### src/rtl/brc_pkg.sv
// Shared types and constants for the boot, reset and clock configuration block.
// Assumes a single 125 MHz reference clock and board straps that may be left floating.
package brc_pkg;

    // ------------------------------------------------------------
    // Timing
    // ------------------------------------------------------------
    localparam int CLK_PERIOD_PS = 8000;
    localparam int HARD_HOLD_NS = 1000;
    localparam int HARD_HOLD_CYC = (HARD_HOLD_NS * 1000 + CLK_PERIOD_PS - 1) / CLK_PERIOD_PS;
    localparam int CPU_RST_NS = 80;
    localparam int CPU_RST_CYC = (CPU_RST_NS * 1000 + CLK_PERIOD_PS - 1) / CLK_PERIOD_PS;
    localparam int CNT_W = 8;

    // ------------------------------------------------------------
    // Strap patterns: floating mask and driven level per pin
    // ------------------------------------------------------------
    localparam logic [5:0] BOOT_PAT_SYNC_ADDRESS_DATA_MULTIPLEXED = 6'h20;  // F00
    localparam logic [5:0] BOOT_PAT_ASYNC_ADDRESS_DATA_MULTIPLEXED = 6'h21; // F01
    localparam logic [5:0] BOOT_PAT_USB = 6'h23;         // F11
    localparam logic [5:0] BOOT_PAT_I2C_ONLY = 6'h28;    // F0F
    localparam logic [5:0] BOOT_PAT_I2C_FB = 6'h2a;      // F1F
    localparam logic [5:0] BOOT_PAT_SPI_FB = 6'h1c;      // 1FF
    localparam logic [5:0] BOOT_PAT_ASYNC_SRAM = 6'h11;  // 0F1

    localparam logic [2:0] CLK_SEL_XTAL_19M2 = 3'h0;
    localparam logic [2:0] CLK_SEL_EXT_19M2 = 3'h4;
    localparam logic [2:0] CLK_SEL_EXT_26M = 3'h5;
    localparam logic [2:0] CLK_SEL_EXT_38M4 = 3'h6;
    localparam logic [2:0] CLK_SEL_EXT_52M = 3'h7;

    // PLL ratios giving one core rate (416 MHz) from every input
    localparam logic [7:0] PLL_FB_19M2 = 8'h41;
    localparam logic [3:0] PLL_REF_19M2 = 4'h3;
    localparam logic [7:0] PLL_FB_26M = 8'h10;
    localparam logic [3:0] PLL_REF_26M = 4'h1;
    localparam logic [7:0] PLL_FB_38M4 = 8'h41;
    localparam logic [3:0] PLL_REF_38M4 = 4'h6;
    localparam logic [7:0] PLL_FB_52M = 8'h08;
    localparam logic [3:0] PLL_REF_52M = 4'h1;

    // ------------------------------------------------------------
    // Types
    // ------------------------------------------------------------
    typedef enum logic [2:0] {
        BRC_SRC_SYNC_ADDRESS_DATA_MULTIPLEXED = 3'b000,
        BRC_SRC_ASYNC_ADDRESS_DATA_MULTIPLEXED = 3'b001,
        BRC_SRC_USB = 3'b010,
        BRC_SRC_I2C = 3'b011,
        BRC_SRC_SPI = 3'b100,
        BRC_SRC_ASYNC_SRAM = 3'b101,
        BRC_SRC_NONE = 3'b110
    } brc_src_e;

    typedef enum logic [2:0] {
        BRC_ST_HARD = 3'b000,
        BRC_ST_SAMPLE = 3'b001,
        BRC_ST_LOAD = 3'b010,
        BRC_ST_RUN = 3'b011,
        BRC_ST_CPU_RST = 3'b100,
        BRC_ST_FAIL = 3'b101
    } brc_state_e;

    typedef struct packed {
        logic [2:0] level;
        logic [2:0] floating;
    } brc_strap_s;

    typedef struct packed {
        logic use_crystal;
        logic sel_invalid;
        logic [7:0] pll_fb;
        logic [3:0] pll_ref;
    } brc_clk_cfg_s;

    typedef struct packed {
        brc_state_e state;
        logic [CNT_W-1:0] cnt;
        brc_src_e boot_src;
        logic fallback_ok;
        logic fallback_used;
        logic boot_start;
        logic fw_loaded;
        logic [1:0] soft_prev;
        brc_clk_cfg_s clk_cfg;
    } brc_state_s;

endpackage : brc_pkg

### src/rtl/brc_sync.sv
// Two-flop synchroniser for board-level pins.
// Assumes inputs are quasi-static or level signals; no pulse capture.
`timescale 1ns/1ps
module brc_sync #(
    parameter int WIDTH = 1,
    parameter logic [WIDTH-1:0] RESET_VAL = '0
) (
    input wire logic ref_clk,
    input wire logic nrst,
    input wire logic [WIDTH-1:0] din,
    output logic [WIDTH-1:0] dout
);
    logic [WIDTH-1:0] stage1;

    // First stage feeds only the second stage
    always_ff @(posedge ref_clk or negedge nrst) begin
        if (!nrst) begin
            stage1 <= RESET_VAL;
            dout <= RESET_VAL;
        end else begin
            stage1 <= din;
            dout <= stage1;
        end
    end
endmodule : brc_sync

### src/rtl/brc_boot_reset_clock.sv
// Power-on configuration: hard and soft reset sequencing, boot source and reference clock decode.
// Assumes an on-chip boot loader driven through start/done/fail and a processor soft reset port.
//
// What this block does
// - Boot from USB, I2C, SPI, or multiplexed parallel port async or sync.
// - Boot straps F00 sync parallel, F01 async parallel, F11 USB boot.
// - I2C or SPI fall-back settings switch to USB boot when serial load fails.
// - Low hard reset pin starts a hard reset.
// - All pins held high impedance while hard reset is active.
// - After hard reset the boot loader runs and sets pins for the chosen source.
// - Processor soft reset bits give two soft reset kinds.
// - Processor-only soft reset restarts the processor and keeps loaded firmware.
// - Whole-device soft reset acts as hard reset; firmware must reload.
// - Crystal or external reference clock accepted; unused clock pins may float.
// - Clock straps 000 crystal 19.2; 100..111 external 19.2, 26, 38.4, 52 MHz.
// - PLL ratio follows input frequency so the core rate stays fixed.
`timescale 1ns/1ps
module brc_boot_reset_clock
    import brc_pkg::*;
(
    input wire logic ref_clk,
    input wire logic nrst,
    input wire logic hard_reset_pin_n,
    input wire logic [2:0] boot_select_straps,
    input wire logic [2:0] boot_select_float,
    input wire logic [2:0] clock_freq_select_straps,
    input wire logic [1:0] soft_reset_control,
    input wire logic boot_done,
    input wire logic boot_fail,
    output logic io_tristate,
    output logic cpu_reset,
    output logic boot_start,
    output brc_src_e boot_source,
    output logic pin_config_valid,
    output logic usb_fallback_used,
    output logic fw_loaded,
    output logic boot_failed,
    output brc_clk_cfg_s clk_cfg
);

    // ------------------------------------------------------------
    // Decode functions
    // ------------------------------------------------------------

    // Floating pins read as 'F'; the level of a floating pin is ignored
    function automatic brc_src_e decode_boot(input brc_strap_s s);
        logic [5:0] pat;
        pat = {s.floating, s.level & ~s.floating};
        unique case (pat)
            BOOT_PAT_SYNC_ADDRESS_DATA_MULTIPLEXED: decode_boot = BRC_SRC_SYNC_ADDRESS_DATA_MULTIPLEXED;
            BOOT_PAT_ASYNC_ADDRESS_DATA_MULTIPLEXED: decode_boot = BRC_SRC_ASYNC_ADDRESS_DATA_MULTIPLEXED;
            BOOT_PAT_USB: decode_boot = BRC_SRC_USB;
            BOOT_PAT_I2C_ONLY, BOOT_PAT_I2C_FB: decode_boot = BRC_SRC_I2C;
            BOOT_PAT_SPI_FB: decode_boot = BRC_SRC_SPI;
            BOOT_PAT_ASYNC_SRAM: decode_boot = BRC_SRC_ASYNC_SRAM;
            default: decode_boot = BRC_SRC_NONE;
        endcase
    endfunction : decode_boot

    function automatic logic decode_fallback(input brc_strap_s s);
        logic [5:0] pat;
        pat = {s.floating, s.level & ~s.floating};
        decode_fallback = (pat == BOOT_PAT_I2C_FB) || (pat == BOOT_PAT_SPI_FB);
    endfunction : decode_fallback

    // One core rate from every reference: ratio chosen per input frequency
    function automatic brc_clk_cfg_s decode_clk(input logic [2:0] sel);
        brc_clk_cfg_s c;
        c = '{use_crystal: 1'b0, sel_invalid: 1'b0, pll_fb: PLL_FB_19M2, pll_ref: PLL_REF_19M2};
        unique case (sel)
            CLK_SEL_XTAL_19M2: c.use_crystal = 1'b1;
            CLK_SEL_EXT_19M2: c.use_crystal = 1'b0;
            CLK_SEL_EXT_26M: begin
                c.pll_fb = PLL_FB_26M;
                c.pll_ref = PLL_REF_26M;
            end
            CLK_SEL_EXT_38M4: begin
                c.pll_fb = PLL_FB_38M4;
                c.pll_ref = PLL_REF_38M4;
            end
            CLK_SEL_EXT_52M: begin
                c.pll_fb = PLL_FB_52M;
                c.pll_ref = PLL_REF_52M;
            end
            default: begin
                // Unlisted codes fall back to the crystal rather than an unknown ratio
                c.use_crystal = 1'b1;
                c.sel_invalid = 1'b1;
            end
        endcase
        decode_clk = c;
    endfunction : decode_clk

    // ------------------------------------------------------------
    // Pin synchronisers
    // ------------------------------------------------------------
    logic hard_n_sync;
    brc_strap_s boot_strap_sync;
    logic [2:0] clk_strap_sync;

    brc_sync #(
        .WIDTH(10),
        .RESET_VAL(10'h000)
    ) u_pin_sync (
        .ref_clk(ref_clk),
        .nrst(nrst),
        .din({hard_reset_pin_n, boot_select_straps, boot_select_float, clock_freq_select_straps}),
        .dout({hard_n_sync, boot_strap_sync, clk_strap_sync})
    );

    // ------------------------------------------------------------
    // State machine
    // ------------------------------------------------------------
    brc_state_s st;
    brc_state_s next_st;
    logic cpu_edge;
    logic whole_edge;

    assign cpu_edge = soft_reset_control[0] && !st.soft_prev[0];
    assign whole_edge = soft_reset_control[1] && !st.soft_prev[1];

    // Sequencing; pin low always wins, whole-device beats cpu-only
    always_comb begin
        next_st = st;
        next_st.boot_start = 1'b0;
        next_st.soft_prev = soft_reset_control;
        if (!hard_n_sync) begin
            next_st.state = BRC_ST_HARD;
            next_st.cnt = '0;
            next_st.fw_loaded = 1'b0;
        end else begin
            unique case (st.state)
                BRC_ST_HARD: begin
                    next_st.fw_loaded = 1'b0;
                    if (st.cnt == CNT_W'(HARD_HOLD_CYC - 1)) begin
                        next_st.state = BRC_ST_SAMPLE;
                        next_st.cnt = '0;
                    end else begin
                        next_st.cnt = st.cnt + 1'b1;
                    end
                end
                BRC_ST_SAMPLE: begin
                    // Only place straps are captured
                    next_st.boot_src = decode_boot(boot_strap_sync);
                    next_st.fallback_ok = decode_fallback(boot_strap_sync);
                    next_st.fallback_used = 1'b0;
                    next_st.clk_cfg = decode_clk(clk_strap_sync);
                    next_st.boot_start = 1'b1;
                    next_st.state = BRC_ST_LOAD;
                end
                BRC_ST_LOAD: begin
                    if (boot_done) begin
                        next_st.fw_loaded = 1'b1;
                        next_st.state = BRC_ST_RUN;
                    end else if (boot_fail) begin
                        if (st.fallback_ok && !st.fallback_used) begin
                            next_st.boot_src = BRC_SRC_USB;
                            next_st.fallback_used = 1'b1;
                            next_st.boot_start = 1'b1;
                        end else begin
                            next_st.state = BRC_ST_FAIL;
                        end
                    end
                end
                BRC_ST_RUN: begin
                    if (whole_edge) begin
                        next_st.state = BRC_ST_HARD;
                        next_st.cnt = '0;
                        next_st.fw_loaded = 1'b0;
                    end else if (cpu_edge) begin
                        next_st.state = BRC_ST_CPU_RST;
                        next_st.cnt = '0;
                    end
                end
                BRC_ST_CPU_RST: begin
                    // Firmware stays loaded through a processor-only reset
                    if (st.cnt == CNT_W'(CPU_RST_CYC - 1)) begin
                        next_st.state = BRC_ST_RUN;
                        next_st.cnt = '0;
                    end else begin
                        next_st.cnt = st.cnt + 1'b1;
                    end
                end
                BRC_ST_FAIL: next_st.state = BRC_ST_FAIL;
                default: next_st.state = BRC_ST_HARD;
            endcase
        end
    end

    // State register
    always_ff @(posedge ref_clk or negedge nrst) begin
        if (!nrst) begin
            st <= '{state: BRC_ST_HARD, cnt: '0, boot_src: BRC_SRC_NONE, fallback_ok: 1'b0,
                    fallback_used: 1'b0, boot_start: 1'b0, fw_loaded: 1'b0, soft_prev: 2'h0,
                    clk_cfg: '{use_crystal: 1'b1, sel_invalid: 1'b0, pll_fb: PLL_FB_19M2,
                               pll_ref: PLL_REF_19M2}};
        end else begin
            st <= next_st;
        end
    end

    // ------------------------------------------------------------
    // Outputs
    // ------------------------------------------------------------

    // Raw pin joins here so pins float without waiting on the synchroniser
    assign io_tristate = !nrst || !hard_reset_pin_n || (st.state == BRC_ST_HARD)
                         || (st.state == BRC_ST_SAMPLE);
    assign cpu_reset = (st.state == BRC_ST_HARD) || (st.state == BRC_ST_SAMPLE)
                       || (st.state == BRC_ST_CPU_RST);
    assign boot_start = st.boot_start;
    assign boot_source = st.boot_src;
    assign pin_config_valid = !io_tristate;
    assign usb_fallback_used = st.fallback_used;
    assign fw_loaded = st.fw_loaded;
    assign boot_failed = (st.state == BRC_ST_FAIL);
    assign clk_cfg = st.clk_cfg;

    // ------------------------------------------------------------
    // Assertions
    // ------------------------------------------------------------
    // Strap pattern as the decoder sees it, floating pins forced to zero
    logic [5:0] strap_pat;
    assign strap_pat = {boot_strap_sync.floating, boot_strap_sync.level & ~boot_strap_sync.floating};
endmodule : brc_boot_reset_clock

### config.mk
export PLATFORM = sky130hd
export DESIGN_NAME = brc_boot_reset_clock
export DESIGN_NICKNAME = d
export VERILOG_FILES = /design/src/rtl/brc_pkg.sv /design/src/rtl/brc_sync.sv /design/src/rtl/brc_boot_reset_clock.sv
export SDC_FILE = /design/constraint.sdc
export NUM_CORES = 1
export LEC_CHECK = 0
export BUFFER_PORTS_ARGS = -buffer_cell sky130_fd_sc_hd__buf_2
export CAP_MARGIN = 0
export CORE_MARGIN = 3
export CORE_UTILIZATION = 44
export CTS_CLUSTER_DIAMETER = 50
export CTS_CLUSTER_SIZE = 20
export DETAILED_ROUTE_END_ITERATION = 8
export HOLD_SLACK_MARGIN = 0.02
export PLACE_DENSITY = 0.65
export SLEW_MARGIN = 20
export SYNTH_ARGS = -nofsm -noshare
export SYNTH_HDL_FRONTEND = slang
export SYNTH_SLANG_ARGS = --single-unit
### constraint.sdc
create_clock -name ref_clk -period 2 [get_ports ref_clk]
set_input_delay 0.5 -clock ref_clk [delete_from_list [all_inputs] [get_ports ref_clk]]
set_output_delay 0.5 -clock ref_clk [all_outputs]
set_load 0.1 [all_outputs]
After elaboration in Yosys (flattened, before gate mapping) --
Cells that the tools add are included.
Storage, ports and cells: flip-flop bits (word level) 54, input bits 16, output and inout bits 24
Operators by class: $add $sub $neg 1, equality and inequality tests 30, muxes and demuxes 29, bitwise operators 2, reduce and logical (&&, ||, !) cells 26
Operators by type and width (number):
- 3-bit one-hot mux with 6 select lines | 2
- 11-bit 2-to-1 mux | 3
- 11-bit one-hot mux with 3 select lines | 1
- 6-bit == test, second input constant | 5
- 3-bit 2-to-1 mux | 8
- 8-bit one-hot mux with 3 select lines | 1
- 4-bit inequality test, second input constant | 5
- 3-bit == test, second input constant | 6
- 8-bit 2-to-1 mux | 2
- 6-bit by 5-bit == test with 1-bit output, second input constant | 2
- 3-bit inequality test, second input constant | 4
- 5-bit AND reduction | 2
- 8-bit by 1-bit adder with 8-bit output, second input constant | 1
- 8-bit by 4-bit == test with 1-bit output, second input constant | 1
- 8-bit by 7-bit == test with 1-bit output, second input constant | 1
- 3-bit by 2-bit == test with 1-bit output, second input constant | 2
- 1-bit logical NOT | 6
- 3-bit logical NOT | 2
- 1-bit logical OR | 6
- 1-bit 2-to-1 mux | 6
- 2-bit 2-to-1 mux | 3
- 2-bit inequality test, second input constant | 3
- 3-bit one-hot mux with 2 select lines | 1
- 5-bit OR reduction | 1
- 11 further kinds | 14

Logic depth before layout (Yosys ltp) --
Gate-level depths: netlist of run 1.
depth in word-level cells 7, depth in mapped cells 7

By module --
From an unflattened synthesis of run 1, not the netlist that was laid out.
Second synthesis, totals: cell total of the unflattened synthesis 211, area total of the unflattened synthesis 2127.0 µm²
Modules (own cells, without submodules):
- brc_boot_reset_clock | instances 1, cells an instance 191, area each 1626.6 µm²
- brc_sync | instances 1, cells an instance 20, area each 500.5 µm²

Least setup slack after synthesis of run 1 --
Ideal clock, no wire load.
kind reg-to-output, start register st[32] (netlist bit), end output port pin_config_valid, arrival 2.326 ns, data required time 1.500 ns, setup slack -0.826 ns, cell stages (with the launch flop) 4, path buffers 0, cells stage by stage dfrtp_1 or2_2 nand3_1 inv_1
Between the ends: cells in the longest elaborated chain, start to end 4, elaborated cells between the ends (all ways) 5
Ends and longest elaborated chain:
- start: declaration | RTL line brc_boot_reset_clock.sv:114 | brc_state_s st;
- start signal: assignment | RTL line brc_boot_reset_clock.sv:193 | st <= '{state: BRC_ST_HARD, cnt: '0, boot_src: BRC_SRC_NONE, fallback_ok: 1'b0,
- start signal: assignment | RTL line brc_boot_reset_clock.sv:198 | st <= next_st;
- 3-bit logical NOT | RTL line brc_boot_reset_clock.sv:207 | assign io_tristate = !nrst || !hard_reset_pin_n || (st.state == BRC_ST_HARD)
- 1-bit logical OR | RTL line brc_boot_reset_clock.sv:207
- 1-bit logical OR * | RTL line brc_boot_reset_clock.sv:208 | || (st.state == BRC_ST_SAMPLE);
- net io_tristate | RTL line brc_boot_reset_clock.sv:30 | output logic io_tristate,
- 1-bit logical NOT * | RTL line brc_boot_reset_clock.sv:213 | assign pin_config_valid = !io_tristate;
- end: declaration | RTL line brc_boot_reset_clock.sv:34 | output logic pin_config_valid,
Mark *: on every way through the listed nets, which the timed path passes. The rest lies on a longest branch.

Final worst setup path of run 1 --
start register st[33] (netlist bit), end output port cpu_reset
Between the ends: cells in the longest elaborated chain, start to end 3, elaborated cells between the ends (all ways) 5
Ends and longest elaborated chain:
- 3-bit by 1-bit == test with 1-bit output / 3-bit logical NOT (equally long branches) | RTL line brc_boot_reset_clock.sv:209 | assign cpu_reset = (st.state == BRC_ST_HARD) || (st.state == BRC_ST_SAMPLE)
- 1-bit logical OR | RTL line brc_boot_reset_clock.sv:209
- 1-bit logical OR * | RTL line brc_boot_reset_clock.sv:210 | || (st.state == BRC_ST_CPU_RST);
- end: declaration | RTL line brc_boot_reset_clock.sv:31 | output logic cpu_reset,
Mark *: on every way between the ends. The rest lies on a longest branch, timed or not.

==> results of run 1 <==
[metal layers]
| metal | track usage | vias up | wire [µm] |
|---|---|---|---|
| li1 | - | 758 | - |
| met1 | 0.195 | 726 | 1840 |
| met2 | 0.211 | 36 | 1730 |
| met3 | 0.0496 | 7 | 259 |
| met4 | 0.0507 | 0 | 54 |
| met5 | 0 | - | 0 |
[logic make-up (layout without fill, tap and decap cells)]
family | after synthesis | in the layout | synth area share
other cells | 1 | 5 | 0.00171
compound gates | 49 | 49 | 0.166
mux | 2 | 2 | 0.0120
simple gates | 75 | 75 | 0.174
flops | 47 | 47 | 0.539
buf+inv | 30 | 57 | 0.0902
fa+ha+maj | 3 | 3 | 0.0171
[critical path, delay by kind of cell, from the launching register on]
family,cells,cell delay (ps)
buffers and inverters,2,590
flip-flops,1,420
AO/OA/AOI/OAI,1,120
[synth_stat cells (all sizes together) (2+ instances only)]
| cell | number |
|---|---|
| nand3 | 5 |
| a22o | 7 |
| a21o | 2 |
| nor3 | 3 |
| nand2b | 5 |
| or2 | 7 |
| a21oi | 7 |
| nor4b | 2 |
| o31ai | 2 |
| and3 | 2 |
| inv | 7 |
| nand2 | 25 |
| mux2 | 2 |
| dfrtp | 42 |
| dfstp | 5 |
| o21ai | 15 |
| nor2b | 3 |
| ha | 3 |
| o221ai | 2 |
| nor2 | 15 |
| o21bai | 2 |
| buf | 22 |
[stage by stage]
stage,instance area [µm²],hold WS [ps]
after global routing,2510,285
final,2510,305
after global placement,2400,334
after CTS,2510,293
after detailed placement,2400,335
after floorplan,2220,204
[state kept, by name (all words and copies together) (netlist names)]
name               cells
u_pin_sync.dout       10
boot_start             1
u_pin_sync.stage1     10
st                    14
fw_loaded              1
usb_fallback_used      1
clk_cfg                7
boot_source            3
[layout make-up]
class                           count  area (µm²)  share of cell area
Sequential cell                    47        1180               0.472
Multi-Input combinational cell    134         848               0.338
Tap cell                           67        83.8              0.0334
Timing Repair Buffer               42         275               0.110
Clock buffer                        6        72.6              0.0289
Clock inverter                      2        16.3             0.00648
Inverter                            7        30.0              0.0120
[worst paths after layout]
| path | slack (ps) | to | depth (start not counted) | from |
|---|---|---|---|---|
| min in group asynchronous | 350 | st[31] | 2 | nrst |
| worst min-delay path | 300 | u_pin_sync.stage1[2] | 1 | clock_freq_select_straps[2] |
| max in group asynchronous | 1250 | st[24] | 2 | nrst |
| worst max-delay path | 70 | cpu_reset | 3 | st[33] |
| worst min register to register | 350 | u_pin_sync.dout[9] | 0 | u_pin_sync.stage1[9] |
| worst max register to register | 130 | st[25] | 6 | st[33] |
[power by group through the flow]
| stage | Clock [mW] | Combinational, mW | Sequential [mW] |
|---|---|---|---|
| after global routing | 0.638 | 0.142 | 1.00 |
| after detailed placement | 0 | 0.128 | 1.01 |
| final | 0.572 | 0.126 | 0.996 |
| after CTS | 0.599 | 0.129 | 0.996 |
| after global placement | 0 | 0.127 | 1.01 |
| after floorplan | 0 | 0.0851 | 1.01 |
[timing repair]
action | 4_1_cts | 5_1_grt
buffers inserted | 1 | 0
resized for setup | 2 | 1
pin swaps | 0 | 0
endpoints found under the setup margin | 1 | 1
==> out/results.ini, run 1 <==
[sta]
setup_viol = 0
period_share = 0.966
min_period_ps = 1930
hold_violations = 0
tightest_slew_ps = 573
postLayoutSetupSlackWorst_ps = 67.4
slew_headroom = 0.618
timing.fmax_mhz = 517
fin_tns_setup_ps = 0
fin_skew_ps = 5.88
slew_viol_final = 0
rsz0062_at_grt = false

[cells_and_area]
mostFrequentLayoutCells = dfrtp_1 (41), buf_2 (31), nand2_1 (24), nor2_1 (14), o21ai_0 (12)
final_common_cell = dfrtp_1
fillers = 470
layoutNonFillerInstCount = 305
finalCoreUtilization = 0.528
diodes = 0
area_growth_pct = 14.5
nets = 256
layout-drive-gt1-share = 0.307

[critical_path]
end_kind = output port
cp_slowest_cell = buf_2
cp.arrival_ps = 1430
slowest_delay_ps = 430
start_kind = flop
crit_fanout = 7
crit_chain = buf_4 -> a21oi_2 -> buf_2
worstSetupPathType = reg -> out
worstPathRequired_ps = 1500

[global_route]
grt_max_degree = 48
overflow = 0
grt_first_pass_wirelength_um = 6760
antenna_found_initial = 0
track_usage = 0.143
grt_pass1_vias = 1457

[synth]
synth_top_cell_area_share = 0.479
yosys.area.top_type = dfrtp_1
async_reset_ff_frac = 1.00
ys.flop_type = dfrtp_1
synth-seq-area-share = 0.539
ys_seq_elements = 47
postSynthAreaPerCell_um2 = 10.6
synth_edf_count = 0
syn-cell-area_um2 = 2190
yosysWarnings = 0
synthCells = 207
synth_cell_types = 52
synthTopCellsByArea = dfrtp_1 (48%), buf_4 (6.5%), dfstp_2 (6.0%)

[clocking]
insertion_delay_ps = 300
ctsRootBufferMaster = clkbuf_8
htreeDepth = 2
clk_pin_slew_worst_paths_ps = 90
cts_buffers = 5
cts_buffer_depth = 2
cts_tree = done
holdBufCountCts = 0
cts.sinks = 47

[drt]
drt_iter0_drc = 153
wl_per_cell_um = 12.7
dr.pass1.iters = 4
wl_um = 3890
vias = 1527
drc = 0
routed_via_density = 5.01
drtAntennaViolNets = 0

[pwr]
p_comb_frac = 0.075
p_leak_nw = 1.15
p_sw_frac = 0.254
switchingPower_mw = 0.430
vdd_drop_max_v = 0.000350
powerDensity_nw_per_um2 = 675
power_frac_seq = 0.588
finalPower_mw = 1.69
intPower_mw = 1.26
pwr-share-clk = 0.338

[die]
die_y_um = 76.6
start_util = 0.461
pin_count = 40
core-area_um2 = 4750
dieArea_um2 = 5870
dieWidth_um = 76.6
fp-row-count = 25

[outcome]
status = completed

[place]
place_congestion = 0.858
dp.cells = 296
dp_worst_setup_slack_ps = 229
portBuffers = 34
dp_hpwl_um = 2800

[flow_run]
drv_cap = 0

[worst_hold_path]
hold_class = in -> reg

(Power assumes the default switching activity.)
==> run 2, diff against run 1 <==
- PLACE_DENSITY: 0.65 -> default
- PLACE_DENSITY_LB_ADDON: default -> 0.1
==> run 2 against run 1 <==
  * Combinational power about the same
  * Setup slack got worse by 13 ps
  * Non-clock buffer count decreased by 2
  * Global-route usage increased by 0.36 points
  * Largest power group unchanged
  * Routed wire length increased by 4.8%
  * Maximum frequency decreased by 0.67%
  * Clock-buffer cell count unchanged
==> out/results.ini, run 2 (synthesis results as in run 1) <==
[pwr]
intPower_mw = 1.51
switchingPower_mw = 0.434
powerDensity_nw_per_um2 = 766
vdd_drop_max_v = 0.000257
p_leak_nw = 1.17
power_frac_seq = 0.513
p_comb_frac = 0.064
p_sw_frac = 0.223
pwr-share-clk = 0.422

[drt]
drt_iter0_drc = 156
routed_via_density = 5.09
wl_um = 4070
drtAntennaViolNets = 0
drc = 0
vias = 1542
wl_per_cell_um = 13.4
dr.pass1.iters = 4

[clocking]
cts.sinks = 47
insertion_delay_ps = 300
ctsRootBufferMaster = clkbuf_8
holdBufCountCts = 0
cts_tree = done
htreeDepth = 2
clk_pin_slew_worst_paths_ps = 90
cts_buffers = 5
cts_buffer_depth = 2

[critical_path]
worstPathRequired_ps = 1500
cp_slowest_cell = dfrtp_2
cp_num_buf_inv = 2
crit_family = simple AND/OR/NAND/NOR gates
crit_chain = or2_2 -> nand3_4 -> clkinvlp_4 -> buf_12
start_kind = flop
cp.arrival_ps = 1450
r2r_slack_ps = 190
slowest_delay_ps = 400
end_kind = output port
crit_fanout = 4
worstSetupPathType = reg -> out

[cells_and_area]
final_common_cell = dfrtp_1
mostFrequentLayoutCells = dfrtp_1 (41), buf_2 (30), nand2_1 (24), nor2_1 (14), o21ai_0 (12)
area_growth_pct = 15.8
layout-drive-gt1-share = 0.301
largest_register_ffs = 14
fillers = 434
nets = 254
top_regs = st: 14 flops, u_pin_sync.dout: 10 flops, u_pin_sync.stage1: 10 flops
layoutNonFillerInstCount = 303
regMostFlops = st
diodes = 0

[die]
fp-row-count = 25
pin_count = 40
die_y_um = 76.6
start_util = 0.461
core-area_um2 = 4750
dieWidth_um = 76.6
dieArea_um2 = 5870

[place]
place_congestion = 0.865
portBuffers = 34
dp_hpwl_um = 2880
dp.cells = 294

[sta]
hold_violations = 0
fin_skew_ps = 8.87
min_period_ps = 1950
slew_headroom = 0.618
rsz0062_at_grt = false
tightest_slew_ps = 573
period_share = 0.973
slew_viol_final = 0
hold_ws_ps = 297
setup_viol = 0
timing.fmax_mhz = 514

[global_route]
overflow = 0
grt_pass1_vias = 1476
track_usage = 0.147
antenna_found_initial = 0
grt_first_pass_wirelength_um = 6820
grt_max_degree = 48

[outcome]
status = completed

[worst_hold_path]
hold_class = in -> reg

[flow_run]
drv_cap = 0

-- run 2: routing by layer --
layer  part of all wire  vias to the layer above  GRT usage
met5                  0                        -          0
met4              0.020                        0     0.0652
met3              0.055                        8     0.0366
met2               0.48                       47      0.241
met1               0.45                      734      0.182
li1                   -                      753          -
-- run 2: what timing repair did --
action	4_1_cts	5_1_grt
pin swaps	0	0
cloned	0	0
endpoints found under the setup margin	1	2
hold endpoints to repair	0	0
buffers inserted	1	0
gates resized for setup	1	2
-- run 2: path summary, 6_finish.rpt --
| path | from | to | cells after the start |
|---|---|---|---|
| worst min-delay path | boot_select_straps[0] | u_pin_sync.stage1[6] | 1 |
| worst max register to register | st[23] | st[33] | 6 |
| worst max-delay path | st[32] | pin_config_valid | 4 |
| max in group asynchronous | nrst | st[32] | 2 |
| min in group asynchronous | nrst | st[15] | 2 |
| worst min register to register | u_pin_sync.stage1[0] | u_pin_sync.dout[0] | 0 |
-- run 2: metrics by stage --
step	setup WS, ps	cell area (µm²)	setup TNS [ps]	util	total power, mW
6_report	54.3	2540	0	0.534	1.94
5_1_grt	16.1	2540	0	0.534	2.02
4_1_cts	30.8	2530	0	0.532	1.97
3_5_place_dp	176	2390	0	0.502	1.14
3_3_place_gp	267	2390	0	0.502	1.14
2_1_floorplan	-291	2220	-291	-	1.10
-- run 2: area by class of cell --
cell class / count / area (µm²) / area share
inverter: 7 / 30.0 / 0.0118
clock buffer: 6 / 72.6 / 0.0286
clock inverter: 2 / 60.1 / 0.0237
tap: 67 / 83.8 / 0.0330
sequential: 47 / 1180 / 0.466
timing repair buffer: 40 / 263 / 0.103
multi-input combinational: 134 / 846 / 0.333
-- run 2: power by group through the flow --
stage / combinational, mW / sequential, mW / clock, mW
floorplan: 0.0851 / 1.01 / 0
global placement: 0.121 / 1.02 / 0
detailed placement: 0.126 / 1.02 / 0
CTS: 0.126 / 0.998 / 0.842
global route: 0.139 / 1.00 / 0.875
finish: 0.125 / 0.999 / 0.821
